==> src/verilog/dram_channel_cfg_pkg.sv <==
// constants for the second-channel and channel-control register bank
// assumes a byte-offset register port driven by the memory-mapped window
// What this block does
// - channel control steers boundary decode and routing
// - mode field: single, dual asymmetric, dual symmetric
// - selector bit names populated channel when single
// - bit 19 init complete, read-write, reset zero
// - bits 18:16 mode select, read-write, reset zero
// - clocking bit 16 picks memory core clock
// - second-channel registers mirror first-channel behaviour
// - clock enable needs activate bit and nonzero mode
package dram_channel_cfg_pkg;
  localparam int ADDR_W = 12;
  localparam int DATA_W = 32;

  localparam logic [11:0] OFF_CH1_RANK23_ATTR  = 12'h189;
  localparam logic [11:0] OFF_CH1_CLOCK_DIS    = 12'h18c;
  localparam logic [11:0] OFF_CH1_BANK_ARCH    = 12'h18e;
  localparam logic [11:0] OFF_CH1_TIMING_0     = 12'h190;
  localparam logic [11:0] OFF_CH1_TIMING_1     = 12'h194;
  localparam logic [11:0] OFF_CH1_TIMING_2     = 12'h198;
  localparam logic [11:0] OFF_CH1_CTRL_MODE_0  = 12'h1a0;
  localparam logic [11:0] OFF_CH1_CTRL_MODE_1  = 12'h1a4;
  localparam logic [11:0] OFF_CH1_CTRL_MODE_2  = 12'h1a8;
  localparam logic [11:0] OFF_CHANNEL_CONTROL  = 12'h200;
  localparam logic [11:0] OFF_CLOCKING_CONFIG  = 12'hc00;

  localparam logic [7:0]  RST_CH1_RANK23_ATTR = 8'h00;
  localparam logic [7:0]  RST_CH1_CLOCK_DIS   = 8'h00;
  localparam logic [15:0] RST_CH1_BANK_ARCH   = 16'h0000;
  localparam logic [31:0] RST_CH1_TIMING_0    = 32'ha96000e8;
  localparam logic [31:0] RST_CH1_TIMING_1    = 32'h00006111;
  localparam logic [31:0] RST_CH1_TIMING_2    = 32'h000003ff;
  localparam logic [31:0] RST_CH1_CTRL_MODE_0 = 32'h40002801;
  localparam logic [15:0] RST_CH1_CTRL_MODE_1 = 16'h0000;
  localparam logic [31:0] RST_CH1_CTRL_MODE_2 = 32'h00000000;
  localparam logic [31:0] RST_CHANNEL_CONTROL = 32'h00000000;
  localparam logic [31:0] RST_CLOCKING_CONFIG = 32'h00000000;

  // channel control fields
  localparam int CC_AMC_LSB  = 0;
  localparam int CC_SEL_BIT  = 2;
  localparam int CC_MS_LSB   = 16;
  localparam int CC_INIT_BIT = 19;
  localparam logic [31:0] CC_WMASK = 32'h000f0007;
  // clocking config: bit 16 core clock, 6:4 frequency select kept r/w
  localparam int CK_CORE_BIT = 16;
  localparam logic [31:0] CK_WMASK = 32'hfffffff0;
  localparam logic [2:0]  MODE_OFF = 3'h0;

  typedef enum logic [1:0] {
    AM_SINGLE     = 2'h0,
    AM_DUAL_ASYM  = 2'h1,
    AM_DUAL_SYM   = 2'h2,
    AM_RESERVED   = 2'h3
  } addr_mode_t;
endpackage

==> src/verilog/dram_channel_config_regs.sv <==
// second-channel config registers, channel control and clocking config
// assumes a single-cycle register port; reads answer the next cycle
module dram_channel_config_regs
(
  input  wire logic                                    clk_sys_i,
  input  wire logic                                    reset_i,
  input  wire logic                                    reg_wr_i,
  input  wire logic                                    reg_rd_i,
  input  wire logic [dram_channel_cfg_pkg::ADDR_W-1:0] reg_addr_i,
  input  wire logic [dram_channel_cfg_pkg::DATA_W-1:0] reg_wdata_i,
  input  wire logic                                    ch1_io_activate_i,
  output logic      [dram_channel_cfg_pkg::DATA_W-1:0] reg_rdata_o,
  output logic      [1:0]                              addressing_mode_ctrl_o,
  output logic                                         single_channel_selector_o,
  output logic                                         init_complete_o,
  output logic      [2:0]                              mode_select_field_o,
  output logic                                         core_clock_533_o,
  output logic                                         ch1_route_en_o,
  output logic                                         ch1_cke_o,
  output logic      [7:0]                              ch1_rank23_attribute_o,
  output logic      [7:0]                              ch1_clock_disable_o,
  output logic      [15:0]                             ch1_bank_architecture_o,
  output logic      [31:0]                             ch1_timing_0_o,
  output logic      [31:0]                             ch1_timing_1_o,
  output logic      [31:0]                             ch1_timing_2_o,
  output logic      [31:0]                             ch1_controller_mode_0_o,
  output logic      [15:0]                             ch1_controller_mode_1_o,
  output logic      [31:0]                             ch1_controller_mode_2_o
);
  import dram_channel_cfg_pkg::*;

  logic [7:0]  attr_q, attr_d, clkdis_q, clkdis_d;
  logic [15:0] bank_q, bank_d, mode1_q, mode1_d;
  logic [31:0] t0_q, t0_d, t1_q, t1_d, t2_q, t2_d;
  logic [31:0] mode0_q, mode0_d, mode2_q, mode2_d;
  logic [31:0] cc_q, cc_d, ck_q, ck_d;
  logic [31:0] rdata_d;
  logic        route_d, route_q, cke_d, cke_q;
  addr_mode_t  amode;

  // second-channel bank: plain storage, meaning lives in the controller
  always_comb begin
    attr_d   = attr_q;
    clkdis_d = clkdis_q;
    bank_d   = bank_q;
    t0_d     = t0_q;
    t1_d     = t1_q;
    t2_d     = t2_q;
    mode0_d  = mode0_q;
    mode1_d  = mode1_q;
    mode2_d  = mode2_q;
    cc_d     = cc_q;
    ck_d     = ck_q;
    if (reg_wr_i) begin
      if (reg_addr_i == OFF_CH1_RANK23_ATTR) begin
        attr_d = reg_wdata_i[7:0];
      end else if (reg_addr_i == OFF_CH1_CLOCK_DIS) begin
        clkdis_d = reg_wdata_i[7:0];
      end else if (reg_addr_i == OFF_CH1_BANK_ARCH) begin
        bank_d = reg_wdata_i[15:0];
      end else if (reg_addr_i == OFF_CH1_TIMING_0) begin
        t0_d = reg_wdata_i;
      end else if (reg_addr_i == OFF_CH1_TIMING_1) begin
        t1_d = reg_wdata_i;
      end else if (reg_addr_i == OFF_CH1_TIMING_2) begin
        t2_d = reg_wdata_i;
      end else if (reg_addr_i == OFF_CH1_CTRL_MODE_0) begin
        mode0_d = reg_wdata_i;
      end else if (reg_addr_i == OFF_CH1_CTRL_MODE_1) begin
        mode1_d = reg_wdata_i[15:0];
      end else if (reg_addr_i == OFF_CH1_CTRL_MODE_2) begin
        mode2_d = reg_wdata_i;
      end else if (reg_addr_i == OFF_CHANNEL_CONTROL) begin
        // reserved bits stay zero; encodings stored as written
        cc_d = reg_wdata_i & CC_WMASK;
      end else if (reg_addr_i == OFF_CLOCKING_CONFIG) begin
        ck_d = reg_wdata_i & CK_WMASK;
      end
    end
  end

  // read mux; unmapped offsets read zero
  always_comb begin
    rdata_d = '0;
    if (reg_rd_i) begin
      if (reg_addr_i == OFF_CH1_RANK23_ATTR) begin
        rdata_d = {24'h000000, attr_q};
      end else if (reg_addr_i == OFF_CH1_CLOCK_DIS) begin
        rdata_d = {24'h000000, clkdis_q};
      end else if (reg_addr_i == OFF_CH1_BANK_ARCH) begin
        rdata_d = {16'h0000, bank_q};
      end else if (reg_addr_i == OFF_CH1_TIMING_0) begin
        rdata_d = t0_q;
      end else if (reg_addr_i == OFF_CH1_TIMING_1) begin
        rdata_d = t1_q;
      end else if (reg_addr_i == OFF_CH1_TIMING_2) begin
        rdata_d = t2_q;
      end else if (reg_addr_i == OFF_CH1_CTRL_MODE_0) begin
        rdata_d = mode0_q;
      end else if (reg_addr_i == OFF_CH1_CTRL_MODE_1) begin
        rdata_d = {16'h0000, mode1_q};
      end else if (reg_addr_i == OFF_CH1_CTRL_MODE_2) begin
        rdata_d = mode2_q;
      end else if (reg_addr_i == OFF_CHANNEL_CONTROL) begin
        rdata_d = cc_q;
      end else if (reg_addr_i == OFF_CLOCKING_CONFIG) begin
        rdata_d = ck_q;
      end
    end
  end

  // routing and clock enable derived from stored control
  always_comb begin
    amode = addr_mode_t'(cc_q[CC_AMC_LSB +: 2]);
    // channel 1 carries traffic in either dual mode or when selected
    // as the only populated channel; reserved mode routes nowhere
    case (amode)
      AM_DUAL_ASYM: route_d = 1'b1;
      AM_DUAL_SYM:  route_d = 1'b1;
      AM_SINGLE:    route_d = cc_q[CC_SEL_BIT];
      default:      route_d = 1'b0;
    endcase
    // dropping activate alone forces cke low
    cke_d = ch1_io_activate_i &&
            (cc_q[CC_MS_LSB +: 3] != MODE_OFF);
  end

  always_ff @(posedge clk_sys_i) begin
    if (reset_i) begin
      attr_q      <= RST_CH1_RANK23_ATTR;
      clkdis_q    <= RST_CH1_CLOCK_DIS;
      bank_q      <= RST_CH1_BANK_ARCH;
      t0_q        <= RST_CH1_TIMING_0;
      t1_q        <= RST_CH1_TIMING_1;
      t2_q        <= RST_CH1_TIMING_2;
      mode0_q     <= RST_CH1_CTRL_MODE_0;
      mode1_q     <= RST_CH1_CTRL_MODE_1;
      mode2_q     <= RST_CH1_CTRL_MODE_2;
      cc_q        <= RST_CHANNEL_CONTROL;
      ck_q        <= RST_CLOCKING_CONFIG;
      reg_rdata_o <= '0;
      route_q     <= 1'b0;
      cke_q       <= 1'b0;
    end else begin
      attr_q      <= attr_d;
      clkdis_q    <= clkdis_d;
      bank_q      <= bank_d;
      t0_q        <= t0_d;
      t1_q        <= t1_d;
      t2_q        <= t2_d;
      mode0_q     <= mode0_d;
      mode1_q     <= mode1_d;
      mode2_q     <= mode2_d;
      cc_q        <= cc_d;
      ck_q        <= ck_d;
      reg_rdata_o <= rdata_d;
      route_q     <= route_d;
      cke_q       <= cke_d;
    end
  end

  assign addressing_mode_ctrl_o    = cc_q[CC_AMC_LSB +: 2];
  assign single_channel_selector_o = cc_q[CC_SEL_BIT];
  assign init_complete_o           = cc_q[CC_INIT_BIT];
  assign mode_select_field_o       = cc_q[CC_MS_LSB +: 3];
  assign core_clock_533_o          = ck_q[CK_CORE_BIT];
  assign ch1_route_en_o            = route_q;
  assign ch1_cke_o                 = cke_q;
  assign ch1_rank23_attribute_o    = attr_q;
  assign ch1_clock_disable_o       = clkdis_q;
  assign ch1_bank_architecture_o   = bank_q;
  assign ch1_timing_0_o            = t0_q;
  assign ch1_timing_1_o            = t1_q;
  assign ch1_timing_2_o            = t2_q;
  assign ch1_controller_mode_0_o   = mode0_q;
  assign ch1_controller_mode_1_o   = mode1_q;
  assign ch1_controller_mode_2_o   = mode2_q;

  a_cke_needs_both: assert property (
    @(posedge clk_sys_i) disable iff (reset_i)
    ch1_cke_o |-> $past(ch1_io_activate_i) &&
      $past(cc_q[CC_MS_LSB +: 3]) != MODE_OFF)
    else $error("cke high without activate and mode");

  // the converse: both conditions must raise cke one edge later
  a_cke_rises: assert property (
    @(posedge clk_sys_i) disable iff (reset_i)
    ch1_io_activate_i && mode_select_field_o != MODE_OFF |=> ch1_cke_o)
    else $error("cke not raised with activate and mode");

  a_cke_drop_fast: assert property (
    @(posedge clk_sys_i) disable iff (reset_i)
    !ch1_io_activate_i |=> !ch1_cke_o)
    else $error("cke not dropped after activate cleared");

  a_dual_routes: assert property (
    @(posedge clk_sys_i) disable iff (reset_i)
    (cc_q[1:0] == AM_DUAL_SYM || cc_q[1:0] == AM_DUAL_ASYM)
      |=> ch1_route_en_o)
    else $error("dual mode must route channel 1");

  a_single_sel: assert property (
    @(posedge clk_sys_i) disable iff (reset_i)
    cc_q[1:0] == AM_SINGLE |=> ch1_route_en_o == $past(cc_q[CC_SEL_BIT]))
    else $error("single mode routing wrong");

  a_cc_write: assert property (
    @(posedge clk_sys_i) disable iff (reset_i)
    reg_wr_i && reg_addr_i == OFF_CHANNEL_CONTROL |=>
      mode_select_field_o == $past(reg_wdata_i[18:16]) &&
      init_complete_o == $past(reg_wdata_i[19]) &&
      addressing_mode_ctrl_o == $past(reg_wdata_i[1:0]))
    else $error("channel control write lost");

  // reserved bits of channel control never read back as one
  a_cc_reserved: assert property (
    @(posedge clk_sys_i) disable iff (reset_i)
    reg_rd_i && reg_addr_i == OFF_CHANNEL_CONTROL |=>
      (reg_rdata_o & ~CC_WMASK) == 32'h00000000)
    else $error("channel control reserved bits set");

  a_cc_hold: assert property (
    @(posedge clk_sys_i) disable iff (reset_i)
    !(reg_wr_i && reg_addr_i == OFF_CHANNEL_CONTROL) |=>
      $stable(init_complete_o) && $stable(mode_select_field_o) &&
      $stable(addressing_mode_ctrl_o) && $stable(single_channel_selector_o))
    else $error("channel control changed without a write");

  a_ic_reset: assert property (
    @(posedge clk_sys_i)
    reset_i |=> !init_complete_o && mode_select_field_o == MODE_OFF)
    else $error("control not cleared by reset");

  a_mirror_reset: assert property (
    @(posedge clk_sys_i)
    reset_i |=> ch1_timing_0_o == RST_CH1_TIMING_0 &&
      ch1_timing_1_o == RST_CH1_TIMING_1 &&
      ch1_timing_2_o == RST_CH1_TIMING_2 &&
      ch1_controller_mode_0_o == RST_CH1_CTRL_MODE_0 &&
      !ch1_route_en_o && !ch1_cke_o)
    else $error("mirror registers not at reset values");

  a_core_clock: assert property (
    @(posedge clk_sys_i) disable iff (reset_i)
    reg_wr_i && reg_addr_i == OFF_CLOCKING_CONFIG |=>
      core_clock_533_o == $past(reg_wdata_i[16]))
    else $error("core clock bit not written");

  a_ck_low_zero: assert property (
    @(posedge clk_sys_i) disable iff (reset_i)
    reg_rd_i && reg_addr_i == OFF_CLOCKING_CONFIG |=>
      (reg_rdata_o & ~CK_WMASK) == 32'h00000000)
    else $error("clocking config low bits set");

  a_timing_rdback: assert property (
    @(posedge clk_sys_i) disable iff (reset_i)
    reg_wr_i && reg_addr_i == OFF_CH1_TIMING_0 ##1
      reg_rd_i && reg_addr_i == OFF_CH1_TIMING_0 && !reg_wr_i
      |=> reg_rdata_o == $past(reg_wdata_i, 2))
    else $error("timing 0 readback mismatch");

  a_rdata_idle: assert property (
    @(posedge clk_sys_i) disable iff (reset_i)
    !reg_rd_i |=> reg_rdata_o == 32'h00000000)
    else $error("read data not cleared between reads");

  // each mirror register takes its write on the next edge
  a_attr_write: assert property (
    @(posedge clk_sys_i) disable iff (reset_i)
    reg_wr_i && reg_addr_i == OFF_CH1_RANK23_ATTR |=>
      ch1_rank23_attribute_o == $past(reg_wdata_i[7:0]))
    else $error("rank attribute write lost");

  a_clkdis_write: assert property (
    @(posedge clk_sys_i) disable iff (reset_i)
    reg_wr_i && reg_addr_i == OFF_CH1_CLOCK_DIS |=>
      ch1_clock_disable_o == $past(reg_wdata_i[7:0]))
    else $error("clock disable write lost");

  a_bank_write: assert property (
    @(posedge clk_sys_i) disable iff (reset_i)
    reg_wr_i && reg_addr_i == OFF_CH1_BANK_ARCH |=>
      ch1_bank_architecture_o == $past(reg_wdata_i[15:0]))
    else $error("bank architecture write lost");

  a_t0_write: assert property (
    @(posedge clk_sys_i) disable iff (reset_i)
    reg_wr_i && reg_addr_i == OFF_CH1_TIMING_0 |=>
      ch1_timing_0_o == $past(reg_wdata_i))
    else $error("timing 0 write lost");

  a_t1_write: assert property (
    @(posedge clk_sys_i) disable iff (reset_i)
    reg_wr_i && reg_addr_i == OFF_CH1_TIMING_1 |=>
      ch1_timing_1_o == $past(reg_wdata_i))
    else $error("timing 1 write lost");

  a_t2_write: assert property (
    @(posedge clk_sys_i) disable iff (reset_i)
    reg_wr_i && reg_addr_i == OFF_CH1_TIMING_2 |=>
      ch1_timing_2_o == $past(reg_wdata_i))
    else $error("timing 2 write lost");

  a_mode0_write: assert property (
    @(posedge clk_sys_i) disable iff (reset_i)
    reg_wr_i && reg_addr_i == OFF_CH1_CTRL_MODE_0 |=>
      ch1_controller_mode_0_o == $past(reg_wdata_i))
    else $error("controller mode 0 write lost");

  a_mode1_write: assert property (
    @(posedge clk_sys_i) disable iff (reset_i)
    reg_wr_i && reg_addr_i == OFF_CH1_CTRL_MODE_1 |=>
      ch1_controller_mode_1_o == $past(reg_wdata_i[15:0]))
    else $error("controller mode 1 write lost");

  a_mode2_write: assert property (
    @(posedge clk_sys_i) disable iff (reset_i)
    reg_wr_i && reg_addr_i == OFF_CH1_CTRL_MODE_2 |=>
      ch1_controller_mode_2_o == $past(reg_wdata_i))
    else $error("controller mode 2 write lost");

  a_mode_reserved: assert property (
    @(posedge clk_sys_i) disable iff (reset_i)
    cc_q[1:0] == AM_RESERVED |=> !ch1_route_en_o)
    else $error("reserved mode must not route");
endmodule
==> config.mk <==
export PLATFORM = sky130hd
export DESIGN_NAME = dram_channel_config_regs
export DESIGN_NICKNAME = d
export VERILOG_FILES = /design/src/verilog/dram_channel_cfg_pkg.sv /design/src/verilog/dram_channel_config_regs.sv
export SDC_FILE = /design/constraint.sdc
export NUM_CORES = 1
export LEC_CHECK = 0
export ABC_CLOCK_PERIOD_IN_PS = 3450
export BUFFER_PORTS_ARGS = -buffer_cell sky130_fd_sc_hd__buf_4
export CAP_MARGIN = 20
export CORE_MARGIN = 1.5
export CORE_UTILIZATION = 45
export CTS_CLUSTER_SIZE = 28
export DETAILED_ROUTE_END_ITERATION = 8
export PLACE_DENSITY = 0.71
export RECOVER_POWER = 100
export REMOVE_ABC_BUFFERS = 1
export SYNTH_ARGS = -nofsm -noshare
export SYNTH_HDL_FRONTEND = slang
export SYNTH_SLANG_ARGS = --single-unit
==> constraint.sdc <==
create_clock -name clk_sys_i -period 3.45 [get_ports clk_sys_i]
set_clock_uncertainty 0.05 [all_clocks]
set_input_delay 0.1725 -clock clk_sys_i [delete_from_list [all_inputs] [get_ports clk_sys_i]]
set_output_delay 0.1725 -clock clk_sys_i [all_outputs]
set_load 0.01 [all_outputs]
==> impl_summary.log, run 1 <==
INFO  metric cts_hold_buf = 40
INFO  metric synth_area_leaders = dfxtp_1, nand2_1, a21oi_1, clkbuf_1, o21ai_0
INFO  metric failed_checks = max-capacitance violations, max-slew violations
INFO  metric core_region_area = 0.0260 mm^2
INFO  metric post-synth-top-area-fraction = 46.7%
INFO  metric post_cts_setup_driven_buffer_insertion_count = 0
INFO  metric insertion_delay = 0.56 ns
INFO  metric rows = 59
INFO  metric post_synth_num_cell_types = 63
INFO  metric port_buffers = 298
INFO  metric critical_path.top_delay_family = buffers and inverters
INFO  metric worst_ir_drop_vdd = 403 uV
INFO  metric maxCapViolations = 2
INFO  metric tritoncts_num_sinks = 277
INFO  metric post_cts_resized = 0
INFO  metric placedCellCount = 2086
INFO  metric globalplace.congestion = 0.916
INFO  metric grt_max_degree = 85
INFO  metric via_count = 12.8k
INFO  metric start_util = 45.7%
INFO  metric setup_repair_after_global_routing_missed_its_margin = no
INFO  metric number_of_global_route_vias_before_repair = 11.7k
INFO  metric netlist_top_cells_count = nand2_1, dfxtp_1, a21oi_1
INFO  metric syn-mean-instance-area = 7.71 um^2
INFO  metric nNetsFinal = 1874
INFO  metric setup_violations = 0
INFO  metric critPathMaxFanout = 69
INFO  metric synth-warning-count = 0
INFO  metric cts-htree-levels = 1
INFO  metric tightestPinTransition = 1.88 ns
INFO  metric post_route_cells_drive_above_1_share = 9.59%
INFO  metric diode_insertion_count_for_antenna_repair = 0
INFO  metric drt-vias-per-instance = 5.85
INFO  metric achievable_freq = 329 MHz
INFO  metric relSlewSlack = -25.5%
INFO  metric critPathLaunchType = input port
INFO  metric final.period_utilization = 88.0%
INFO  metric areal_power_density_over_the_cells = 464 mW/mm^2
INFO  metric wire_per_inst = 21.2 um
INFO  metric synthesis.area = 0.0119 mm^2
INFO  metric cts.path.max_buffers = 3
INFO  metric netlist.top_cell.by_area = dfxtp_1
INFO  metric finish.cell_count_without_fillers = 2180
INFO  metric synth_edf_count = 0
INFO  metric wp_data_required = 3.80 ns
INFO  metric floorplan_die_height = 165 um
INFO  metric initial_antenna_violation_count = 0
INFO  metric timing_max_transition_violations_final = 118
INFO  metric worstPathCellList = dlygate4sd3_1, clkbuf_2, clkbuf_2, buf_4, a21oi_1
INFO  metric groute.usage.overall = 32.7%
INFO  metric cts_tree = yes
INFO  metric ys_seq_elements = 277
INFO  metric route.antenna.remaining_nets = 0
INFO  metric postLayoutSetupSlackWorst = 0.415 ns
INFO  metric grt_first_pass_wirelength = 68.4 mm
INFO  metric clock-root-buffer = clkbuf_16
INFO  metric p_leak = 0.00488 uW
INFO  metric final_hold_viol_count = 0
INFO  metric gr-total-overflow = 0
INFO  metric num_cts_buffers = 30
INFO  metric hpwlAfterDp = 30.6 mm
INFO  metric postSynth.asyncResetShare = 0%
INFO  metric die-area = 0.0274 mm^2
INFO  metric min_path_type = in -> reg
INFO  metric crit_arrival = 3.38 ns
INFO  metric drc = 0
INFO  metric post-synth-top-count-cell = nand2_1
INFO  metric cp_slowest_stage_delay = 1.13 ns
INFO  metric drt_wl_total = 46.3 mm
INFO  metric floorplan.io_pins = 299
INFO  metric die-width = 165 um
INFO  metric cpMaxStageDelayCell = clkbuf_2
INFO  metric crit_type = in -> reg
INFO  metric synth_sequential_area_ratio = 46.7%
INFO  metric critPathCaptureType = register
INFO  metric critical_path.most_common_cell = clkbuf_2
INFO  metric placement.setup.worst_slack = 0.581 ns
INFO  metric area_growth_syn_to_layout = 25.2%
INFO  metric clkSlewWorstSetupHoldPaths = 0.06 ns
INFO  metric first_pass_iters = 5
INFO  metric syn_inst = 1538
INFO  metric run_status = finished, violations left
INFO  metric critPathBufInv = 4
INFO  metric period_minus_slack = 3.03 ns
INFO  metric fillers = 2569
INFO  metric first_iter_violations = 1307
INFO  metric ys.flop_type = dfxtp_1
[flip-flops by register name, indices dropped and copies added (netlist names)]
register	count
ch1_rank23_attribute_o	8
ch1_cke_o	1
ch1_clock_disable_o	8
ch1_timing_1_o	32
ch1_route_en_o	1
ch1_timing_0_o	32
reg_rdata_o	32
ck_q	28
cc_q	7
ch1_controller_mode_1_o	16
ch1_bank_architecture_o	16
ch1_timing_2_o	32
ch1_controller_mode_2_o	32
ch1_controller_mode_0_o	32
[path summary, 6_finish.rpt]
kind | depth (start not counted) | from | slack, ns | to
setup / recovery | 5 | reset_i | 0.42 | ch1_timing_1_o[26]
hold / removal | 4 | reg_addr_i[0] | 0.08 | reg_rdata_o[3]
setup reg to reg | 6 | ch1_timing_2_o[5] | 1.43 | reg_rdata_o[5]
hold reg to reg | 2 | ck_q[31] | 0.40 | ck_q[31]
[layer usage]
layer / GRT usage (%) / wire [um] / vias up
li1: - / - / 5850
met1: 43.6 / 18800 / 6038
met2: 51.3 / 20800 / 753
met3: 5.79 / 4590 / 119
met4: 15.5 / 2130 / 0
met5: 0 / 0 / -
[cell families (layout without fill, tap and decap cells)]
| logic type | Yosys count | in the layout | synth area share (%) |
|---|---|---|---|
| AND/OR/NAND/NOR | 658 | 658 | 24.4 |
| multiplexers | 15 | 15 | 1.30 |
| adder cells (fa/ha/maj) | 2 | 2 | 0.211 |
| XOR/XNOR | 1 | 1 | 0.0738 |
| flip-flops | 277 | 277 | 46.7 |
| AO/OA/AOI/OAI | 448 | 448 | 22.4 |
| buffers and inverters | 137 | 444 | 4.90 |
[worst reg2reg max path, stage by stage, from the launching register on]
cell       delay, ns
dfxtp_1         0.35
o21ai_0         0.18
nand2_1         0.07
nor2_1          0.17
nor4_1          0.09
a2111oi_0       0.78
o32ai_1         0.20
[placed cells by master, fill, tap and decap left out, types with 6 or more instances in the layout]
master	count
o21ai_0	48
clkbuf_16	31
o2bb2ai_1	20
clkbuf_8	10
nand3b_1	31
nor2b_1	6
o221ai_1	20
buf_4	78
mux2i_1	12
nor2_1	33
dlygate4sd3_1	40
clkbuf_1	260
o22ai_1	6
nand3_1	15
a21oi_1	283
clkbuf_2	6
a2bb2oi_1	11
nand2_1	499
and2_1	12
dfxtp_1	277
nor3_1	7
a22oi_1	29
[power breakdown]
group | total, uW | internal [uW] | switching (uW)
registers | 3200 | 3200 | 0.324
logic | 315 | 107 | 208
clock network | 3380 | 2070 | 1310
total | 6890 | 5370 | 1520
[area by class of cell]
type	instances	area, um^2	area share [%]
Multi-Input combinational cell	1124	5780	38.9
Sequential cell	277	5550	37.3
Timing Repair Buffer	384	2030	13.7
Clock buffer	44	925	6.22
Tap cell	335	419	2.82
Clock inverter	10	131	0.884
Inverter	6	22.5	0.152
[metrics by stage]
step                power [uW]  TNS (ns)  utilization [%]  hold slack [ns]  area [um^2]
floorplan                 3340    -30.80                -            0.185        11300
global placement          3550         0             55.6            0.385        14400
detailed placement        3550         0             55.6            0.393        14400
CTS                       6930         0             61.2           0.0553        15900
global route              7070         0             57.2            0.101        14900
finish                    6890         0             57.2           0.0812        14900
Note: power is estimated with default switching activity, not from simulation.
==> run 2, diff against run 1 <==
--- a/config.mk
+++ b/config.mk
@@ -5,14 +5,15 @@
 export SDC_FILE = /design/constraint.sdc
 export NUM_CORES = 1
 export LEC_CHECK = 0
-export ABC_CLOCK_PERIOD_IN_PS = 3450
+export ABC_CLOCK_PERIOD_IN_PS = 2570
 export BUFFER_PORTS_ARGS = -buffer_cell sky130_fd_sc_hd__buf_4
 export CAP_MARGIN = 20
 export CORE_MARGIN = 1.5
 export CORE_UTILIZATION = 45
+export CTS_BUF_LIST = sky130_fd_sc_hd__clkbuf_4
 export CTS_CLUSTER_SIZE = 28
 export DETAILED_ROUTE_END_ITERATION = 8
-export PLACE_DENSITY = 0.71
+export PLACE_DENSITY = 0.74
 export RECOVER_POWER = 100
 export REMOVE_ABC_BUFFERS = 1
 export SYNTH_ARGS = -nofsm -noshare
==> constraint.sdc (replaced) <==
create_clock -name clk_sys_i -period 2.57 [get_ports clk_sys_i]
set_clock_uncertainty 0.05 [all_clocks]
set_input_delay 0.1285 -clock clk_sys_i [delete_from_list [all_inputs] [get_ports clk_sys_i]]
set_output_delay 0.1285 -clock clk_sys_i [all_outputs]
set_load 0.01 [all_outputs]
==> impl_summary.log, run 2 (synthesized netlist as in run 1, its figures left out) <==
INFO  metric period_minus_slack = 2.39 ns
INFO  metric first_pass_iters = 6 (+1)
INFO  metric grt_max_degree = 188 (+120%)
INFO  metric cts-htree-levels = 3 (+2)
INFO  metric first_iter_violations = 1274 (-2.5%)
INFO  metric via_count = 13.0k (+2.0%)
INFO  metric achievable_freq = 418 MHz
INFO  metric clock-root-buffer = clkbuf_4
INFO  metric insertion_delay = 0.69 ns (+0.13 ns)
INFO  metric hpwlAfterDp = 30.3 mm (-1.2%)
INFO  metric placedCellCount = 2106 (+0.96%)
INFO  metric die-width = 165 um (unchanged)
INFO  metric critical_path.top_delay_family = buffers and inverters
INFO  metric post_route_cells_drive_above_1_share = 13.7% (+4.1 points)
INFO  metric critPathBufInv = 4 (unchanged)
INFO  metric run_status = finished, violations left
INFO  metric relSlewSlack = -50.3% (-25 points)
INFO  metric nNetsFinal = 1937 (+3.4%)
INFO  metric gr-total-overflow = 0 (unchanged)
INFO  metric groute.usage.overall = 32.4% (-0.29 points)
INFO  metric crit_arrival = 2.80 ns (-0.58 ns)
INFO  metric final.period_utilization = 93.1%
INFO  metric drc = 0 (unchanged)
INFO  metric cpMaxStageDelayCell = dlygate4sd3_1
INFO  metric cts_tree = yes
INFO  metric drt-vias-per-instance = 5.73 (-2.1%)
INFO  metric cp_slowest_stage_delay = 0.56 ns (-0.57 ns)
INFO  metric layout_commonest_cell = nand2_1
INFO  metric route.antenna.remaining_nets = 0 (unchanged)
INFO  metric initial_antenna_violation_count = 1 (+1)
INFO  metric min_path_type = in -> reg
INFO  metric timing_max_transition_violations_final = 188 (+59%)
INFO  metric fillers = 2653 (+3.3%)
INFO  metric failed_checks = max-capacitance violations, max-slew violations
INFO  metric post_cts_setup_driven_buffer_insertion_count = 0 (unchanged)
INFO  metric post_dp_cell_area = 0.0146 mm^2 (+1.3%)
INFO  metric area_growth_syn_to_layout = 25.7%
INFO  metric fin_area = 0.0149 mm^2 (+0.40%)
INFO  metric port_buffers = 298 (unchanged)
INFO  metric finish.cell_count_without_fillers = 2270 (+4.1%)
INFO  metric floorplan_die_height = 165 um (unchanged)
INFO  metric number_of_global_route_vias_before_repair = 12.3k (+5.3%)
INFO  metric setup_repair_after_global_routing_missed_its_margin = no
INFO  metric grt_first_pass_wirelength = 68.2 mm (-0.24%)
INFO  metric worst_ir_drop_vdd = 307 uV (-24%)
INFO  metric rows = 59 (unchanged)
INFO  metric areal_power_density_over_the_cells = 579 mW/mm^2 (+25%)
INFO  metric wp_data_required = 2.98 ns (-0.82 ns)
INFO  metric worstPathCellList = dlygate4sd3_1, buf_4, nor3_1, nand4_1, clkbuf_4, and3_1, clkbuf_2, nand2_1, a21oi_1
INFO  metric critPathMaxFanout = 15 (-78%)
INFO  metric floorplan.io_pins = 299 (unchanged)
INFO  metric crit_type = in -> reg
INFO  metric num_cts_buffers = 74 (+150%)
INFO  metric tritoncts_num_sinks = 277 (unchanged)
INFO  metric setup_violations = 0 (unchanged)
INFO  metric globalplace.congestion = 0.895 (-2.3%)
INFO  metric maxCapViolations = 1 (-1)
INFO  metric critPathLaunchType = input port
INFO  metric post_cts_resized = 0 (unchanged)
INFO  metric wire_per_inst = 20.1 um (-5.4%)
INFO  metric p_leak = 0.00502 uW (+3.0%)
INFO  metric core_region_area = 0.0260 mm^2 (unchanged)
INFO  metric final_hold_viol_count = 0 (unchanged)
INFO  metric die-area = 0.0274 mm^2 (unchanged)
INFO  metric p_total = 8630 uW (+25%)
INFO  metric critPathCaptureType = register
INFO  metric clkSlewWorstSetupHoldPaths = 0.06 ns (about the same)
INFO  metric tightestPinTransition = 2.25 ns (+0.375 ns)
INFO  metric most_frequent_cells_in_the_layout = nand2_1, dfxtp_1, a21oi_1
INFO  metric cts.path.max_buffers = 3 (unchanged)
INFO  metric start_util = 45.7% (unchanged)
INFO  metric drt_wl_total = 45.6 mm (-1.5%)
==> run 2: final timing paths <==
path / start / to / slack (ns) / cells past startpoint
setup / recovery: reg_addr_i[4] / ck_q[20] / 0.18 / 9
hold / removal: reg_addr_i[1] / reg_rdata_o[3] / 0.04 / 5
setup reg to reg: ch1_timing_2_o[5] / reg_rdata_o[5] / 0.81 / 6
hold reg to reg: ck_q[25] / ck_q[25] / 0.40 / 2
==> run 2: repair_timing <==
item / CTS / global route
hold buffers: 39 / 0
endpoints found under the hold margin: 251 / 0
endpoints found under the setup margin: 0 / 0
==> run 2: power by group <==
group          internal (uW)  total (uW)  switching [uW]
logic                    155         430             275
registers               4290        4290           0.423
clock network           2070        3910            1840
total                   6520        8630            2110
==> run 2: area by class of cell <==
class	count	area, um^2	area share, %
antenna	3	7.51	0.0503
clock buffer	105	788	5.28
clock inverter	17	124	0.830
inverter	6	22.5	0.151
multi-input combinational	1124	5790	38.8
sequential	277	5550	37.2
tap	335	419	2.81
timing repair buffer	403	2220	14.9
==> run 2: worst reg2reg max path: cells and delay by family, from the launching register on <==
family           cells  cell delay [ns]
AO/OA/AOI/OAI        3             0.91
flip-flops           1             0.35
AND/OR/NAND/NOR      3             0.31
==> run 2: per-stage QoR <==
stage / TNS, ns / hold WS (ns) / utilization, % / worst slack [ns]
6_report: 0 / 0.0441 / 57.4 / 0.178
5_1_grt: 0 / 0.0366 / 57.4 / 0.132
4_1_cts: 0 / 0.00687 / 61.3 / 0.396
3_5_place_dp: 0 / 0.350 / 56.3 / 0.0410
3_3_place_gp: -0.0142 / 0.345 / 56.3 / -0.0142
2_1_floorplan: -174.32 / 0.141 / - / -1.42
==> run 2: per-layer routing <==
layer / routed length, um / share of wire (%) / global-route usage (%)
met5: 0 / 0 / 0
met3: 4740 / 10 / 7.17
met1: 18300 / 40 / 41.3
met2: 20700 / 45 / 51.4
met4: 1890 / 4.1 / 16.8
==> run 3, diff against run 2 <==
--- a/config.mk
+++ b/config.mk
@@ -8,6 +8,7 @@
 export ABC_CLOCK_PERIOD_IN_PS = 2570
 export BUFFER_PORTS_ARGS = -buffer_cell sky130_fd_sc_hd__buf_4
 export CAP_MARGIN = 20
+export CORE_ASPECT_RATIO = 0.6
 export CORE_MARGIN = 1.5
 export CORE_UTILIZATION = 45
 export CTS_BUF_LIST = sky130_fd_sc_hd__clkbuf_4
==> impl_summary.log, run 3 (synthesized netlist as in run 1, its figures left out) <==
INFO  metric route.antenna.remaining_nets = 0 (unchanged)
INFO  metric min_path_type = in -> reg
INFO  metric first_pass_iters = 6 (unchanged)
INFO  metric number_of_global_route_vias_before_repair = 12.2k (-1.2%)
INFO  metric setup_violations = 0 (unchanged)
INFO  metric nNetsFinal = 1938 (+0.052%)
INFO  metric core_region_area = 0.0256 mm^2 (-1.6%)
INFO  metric port_buffers = 298 (unchanged)
INFO  metric num_cts_buffers = 69 (-6.8%)
INFO  metric via_count = 13.3k (+1.9%)
INFO  metric globalplace.congestion = 0.943 (+5.4%)
INFO  metric relSlewSlack = -11.2% (+39 points)
INFO  metric failed_checks = max-capacitance violations, max-slew violations
INFO  metric drc = 0 (unchanged)
INFO  metric areal_power_density_over_the_cells = 555 mW/mm^2 (-4.0%)
INFO  metric wp_data_required = 2.99 ns (about the same)
INFO  metric critPathLaunchType = input port
INFO  metric cts_tree = yes
INFO  metric drt-vias-per-instance = 5.81 (+1.4%)
INFO  metric initial_antenna_violation_count = 1 (unchanged)
INFO  metric final.setup.tns = 0 ns (unchanged)
INFO  metric drt_wl_total = 49.8 mm (+9.2%)
INFO  metric critPathMaxFanout = 198 (+183)
INFO  metric most_frequent_cells_in_the_layout = nand2_1, dfxtp_1, a21oi_1
INFO  metric timing_max_transition_violations_final = 199 (+5.9%)
INFO  metric gr-usage-met1 = 50.3% (+9.0 points)
INFO  metric die-width = 213 um (+29%)
INFO  metric cts.path.max_buffers = 3 (unchanged)
INFO  metric achievable_freq = 393 MHz (-5.9%)
INFO  metric grt_util_met3 = 11.0% (+3.8 points)
INFO  metric worstPathCellList = dlygate4sd3_1, buf_2, buf_6, a21oi_1
INFO  metric clock-root-buffer = clkbuf_4
INFO  metric post-route-util = 58.5% (+1.1 points)
INFO  metric crit_type = in -> reg
INFO  metric period_minus_slack = 2.54 ns (+0.150 ns)
INFO  metric clkSlewWorstSetupHoldPaths = 0.08 ns (+0.02 ns)
INFO  metric maxCapViolations = 1 (unchanged)
INFO  metric worst_ir_drop_vdd = 302 uV (-1.6%)
INFO  metric post_route_cells_drive_above_1_share = 13.5% (-0.18 points)
INFO  metric final.period_utilization = 98.9% (+5.8 points)
INFO  metric p_leak = 0.00499 uW (-0.56%)
INFO  metric final_hold_viol_count = 0 (unchanged)
INFO  metric tightestPinTransition = 1.67 ns (-0.587 ns)
INFO  metric start_util = 46.4% (+0.76 points)
INFO  metric use_met2 = 51.3% (-0.10 points)
INFO  metric layout_commonest_cell = nand2_1
INFO  metric insertion_delay = 0.71 ns (+0.02 ns)
INFO  metric groute.usage.overall = 35.4% (+3.0 points)
INFO  metric crit_arrival = 2.96 ns (+0.16 ns)
INFO  metric cts-htree-levels = 3 (unchanged)
INFO  metric hold_ws = 0.0444 ns (+0.000290 ns)
INFO  metric floorplan.io_pins = 299 (unchanged)
INFO  metric rows = 45 (-24%)
INFO  metric grt_max_degree = 199 (+5.9%)
INFO  metric setup_repair_after_global_routing_missed_its_margin = no
INFO  metric floorplan_die_height = 129 um (-22%)
INFO  metric die-area = 0.0274 mm^2 (+0.12%)
INFO  metric cp_slowest_stage_delay = 1.11 ns (+0.55 ns)
INFO  metric first_iter_violations = 1792 (+41%)
INFO  metric busiest_layer = met2
INFO  metric critPathCaptureType = register
INFO  metric wire_per_inst = 21.8 um (+8.7%)
INFO  metric tritoncts_num_sinks = 277 (unchanged)
INFO  metric hpwlAfterDp = 33.0 mm (+9.1%)
INFO  metric area_growth_syn_to_layout = 26.0%
INFO  metric cpMaxStageDelayCell = buf_6
INFO  metric gr-total-overflow = 0 (unchanged)
INFO  metric run_status = finished, violations left
INFO  metric grt_first_pass_wirelength = 73.5 mm (+7.7%)
INFO  metric post_cts_setup_driven_buffer_insertion_count = 0 (unchanged)
run 3: repair_timing:
action / 4_1_cts / 5_1_grt
resized for setup: 0 / 0
hold buffers: 44 / 0
hold endpoints to repair: 253 / 0
run 3: critical path: cells and delay by family:
family	cells	cell delay, ns
buf+inv	3	2.39
compound gates	1	0.10
run 3: cell type report:
type | count | area, um^2
fillers | 2573 | 10600
multi-input cells | 1124 | 5800
flip-flops and latches | 277 | 5550
repair buffers | 409 | 2350
clock buffers | 99 | 743
well taps | 352 | 440
clock inverters | 13 | 50.0
inverters | 6 | 22.5
diodes | 1 | 2.50
run 3: stage by stage:
stage | instances | power [uW] | instance area (um^2) | worst slack [ns]
floorplan | 1407 | 4490 | 11300 | -1.42
global placement | 2124 | 4770 | 14700 | -0.0180
detailed placement | 2124 | 4770 | 14700 | -0.000618
CTS | 2280 | 8340 | 16000 | 0.290
global route | 2281 | 8610 | 15000 | 0.0411
finish | 2281 | 8300 | 15000 | 0.0281
run 3: per-layer routing:
metal | wire length (um) | vias up | share of wire [%]
met1 | 21300 | 6252 | 43
met2 | 20800 | 899 | 42
li1 | - | 6012 | -
met4 | 1070 | 0 | 2.1
met3 | 6620 | 92 | 13
met5 | 0 | - | 0
run 3: power by group:
group	internal [uW]	switching, uW	total, uW	leakage [uW]
clock	1760	1810	3560	0.000481
combinational	162	285	446	0.00228
sequential	4290	0.434	4290	0.00223
total	6210	2090	8300	0.00499
run 3: path summary, 6_finish.rpt:
path	slack [ns]	depth (start not counted)	endpoint	startpoint
worst max-delay path	0.03	4	ch1_timing_1_o[27]	reset_i
worst min-delay path	0.04	6	cc_q[16]	reg_addr_i[9]
worst max register to register	0.92	6	reg_rdata_o[5]	ch1_timing_2_o[5]
worst min register to register	0.40	2	ck_q[20]	ck_q[20]
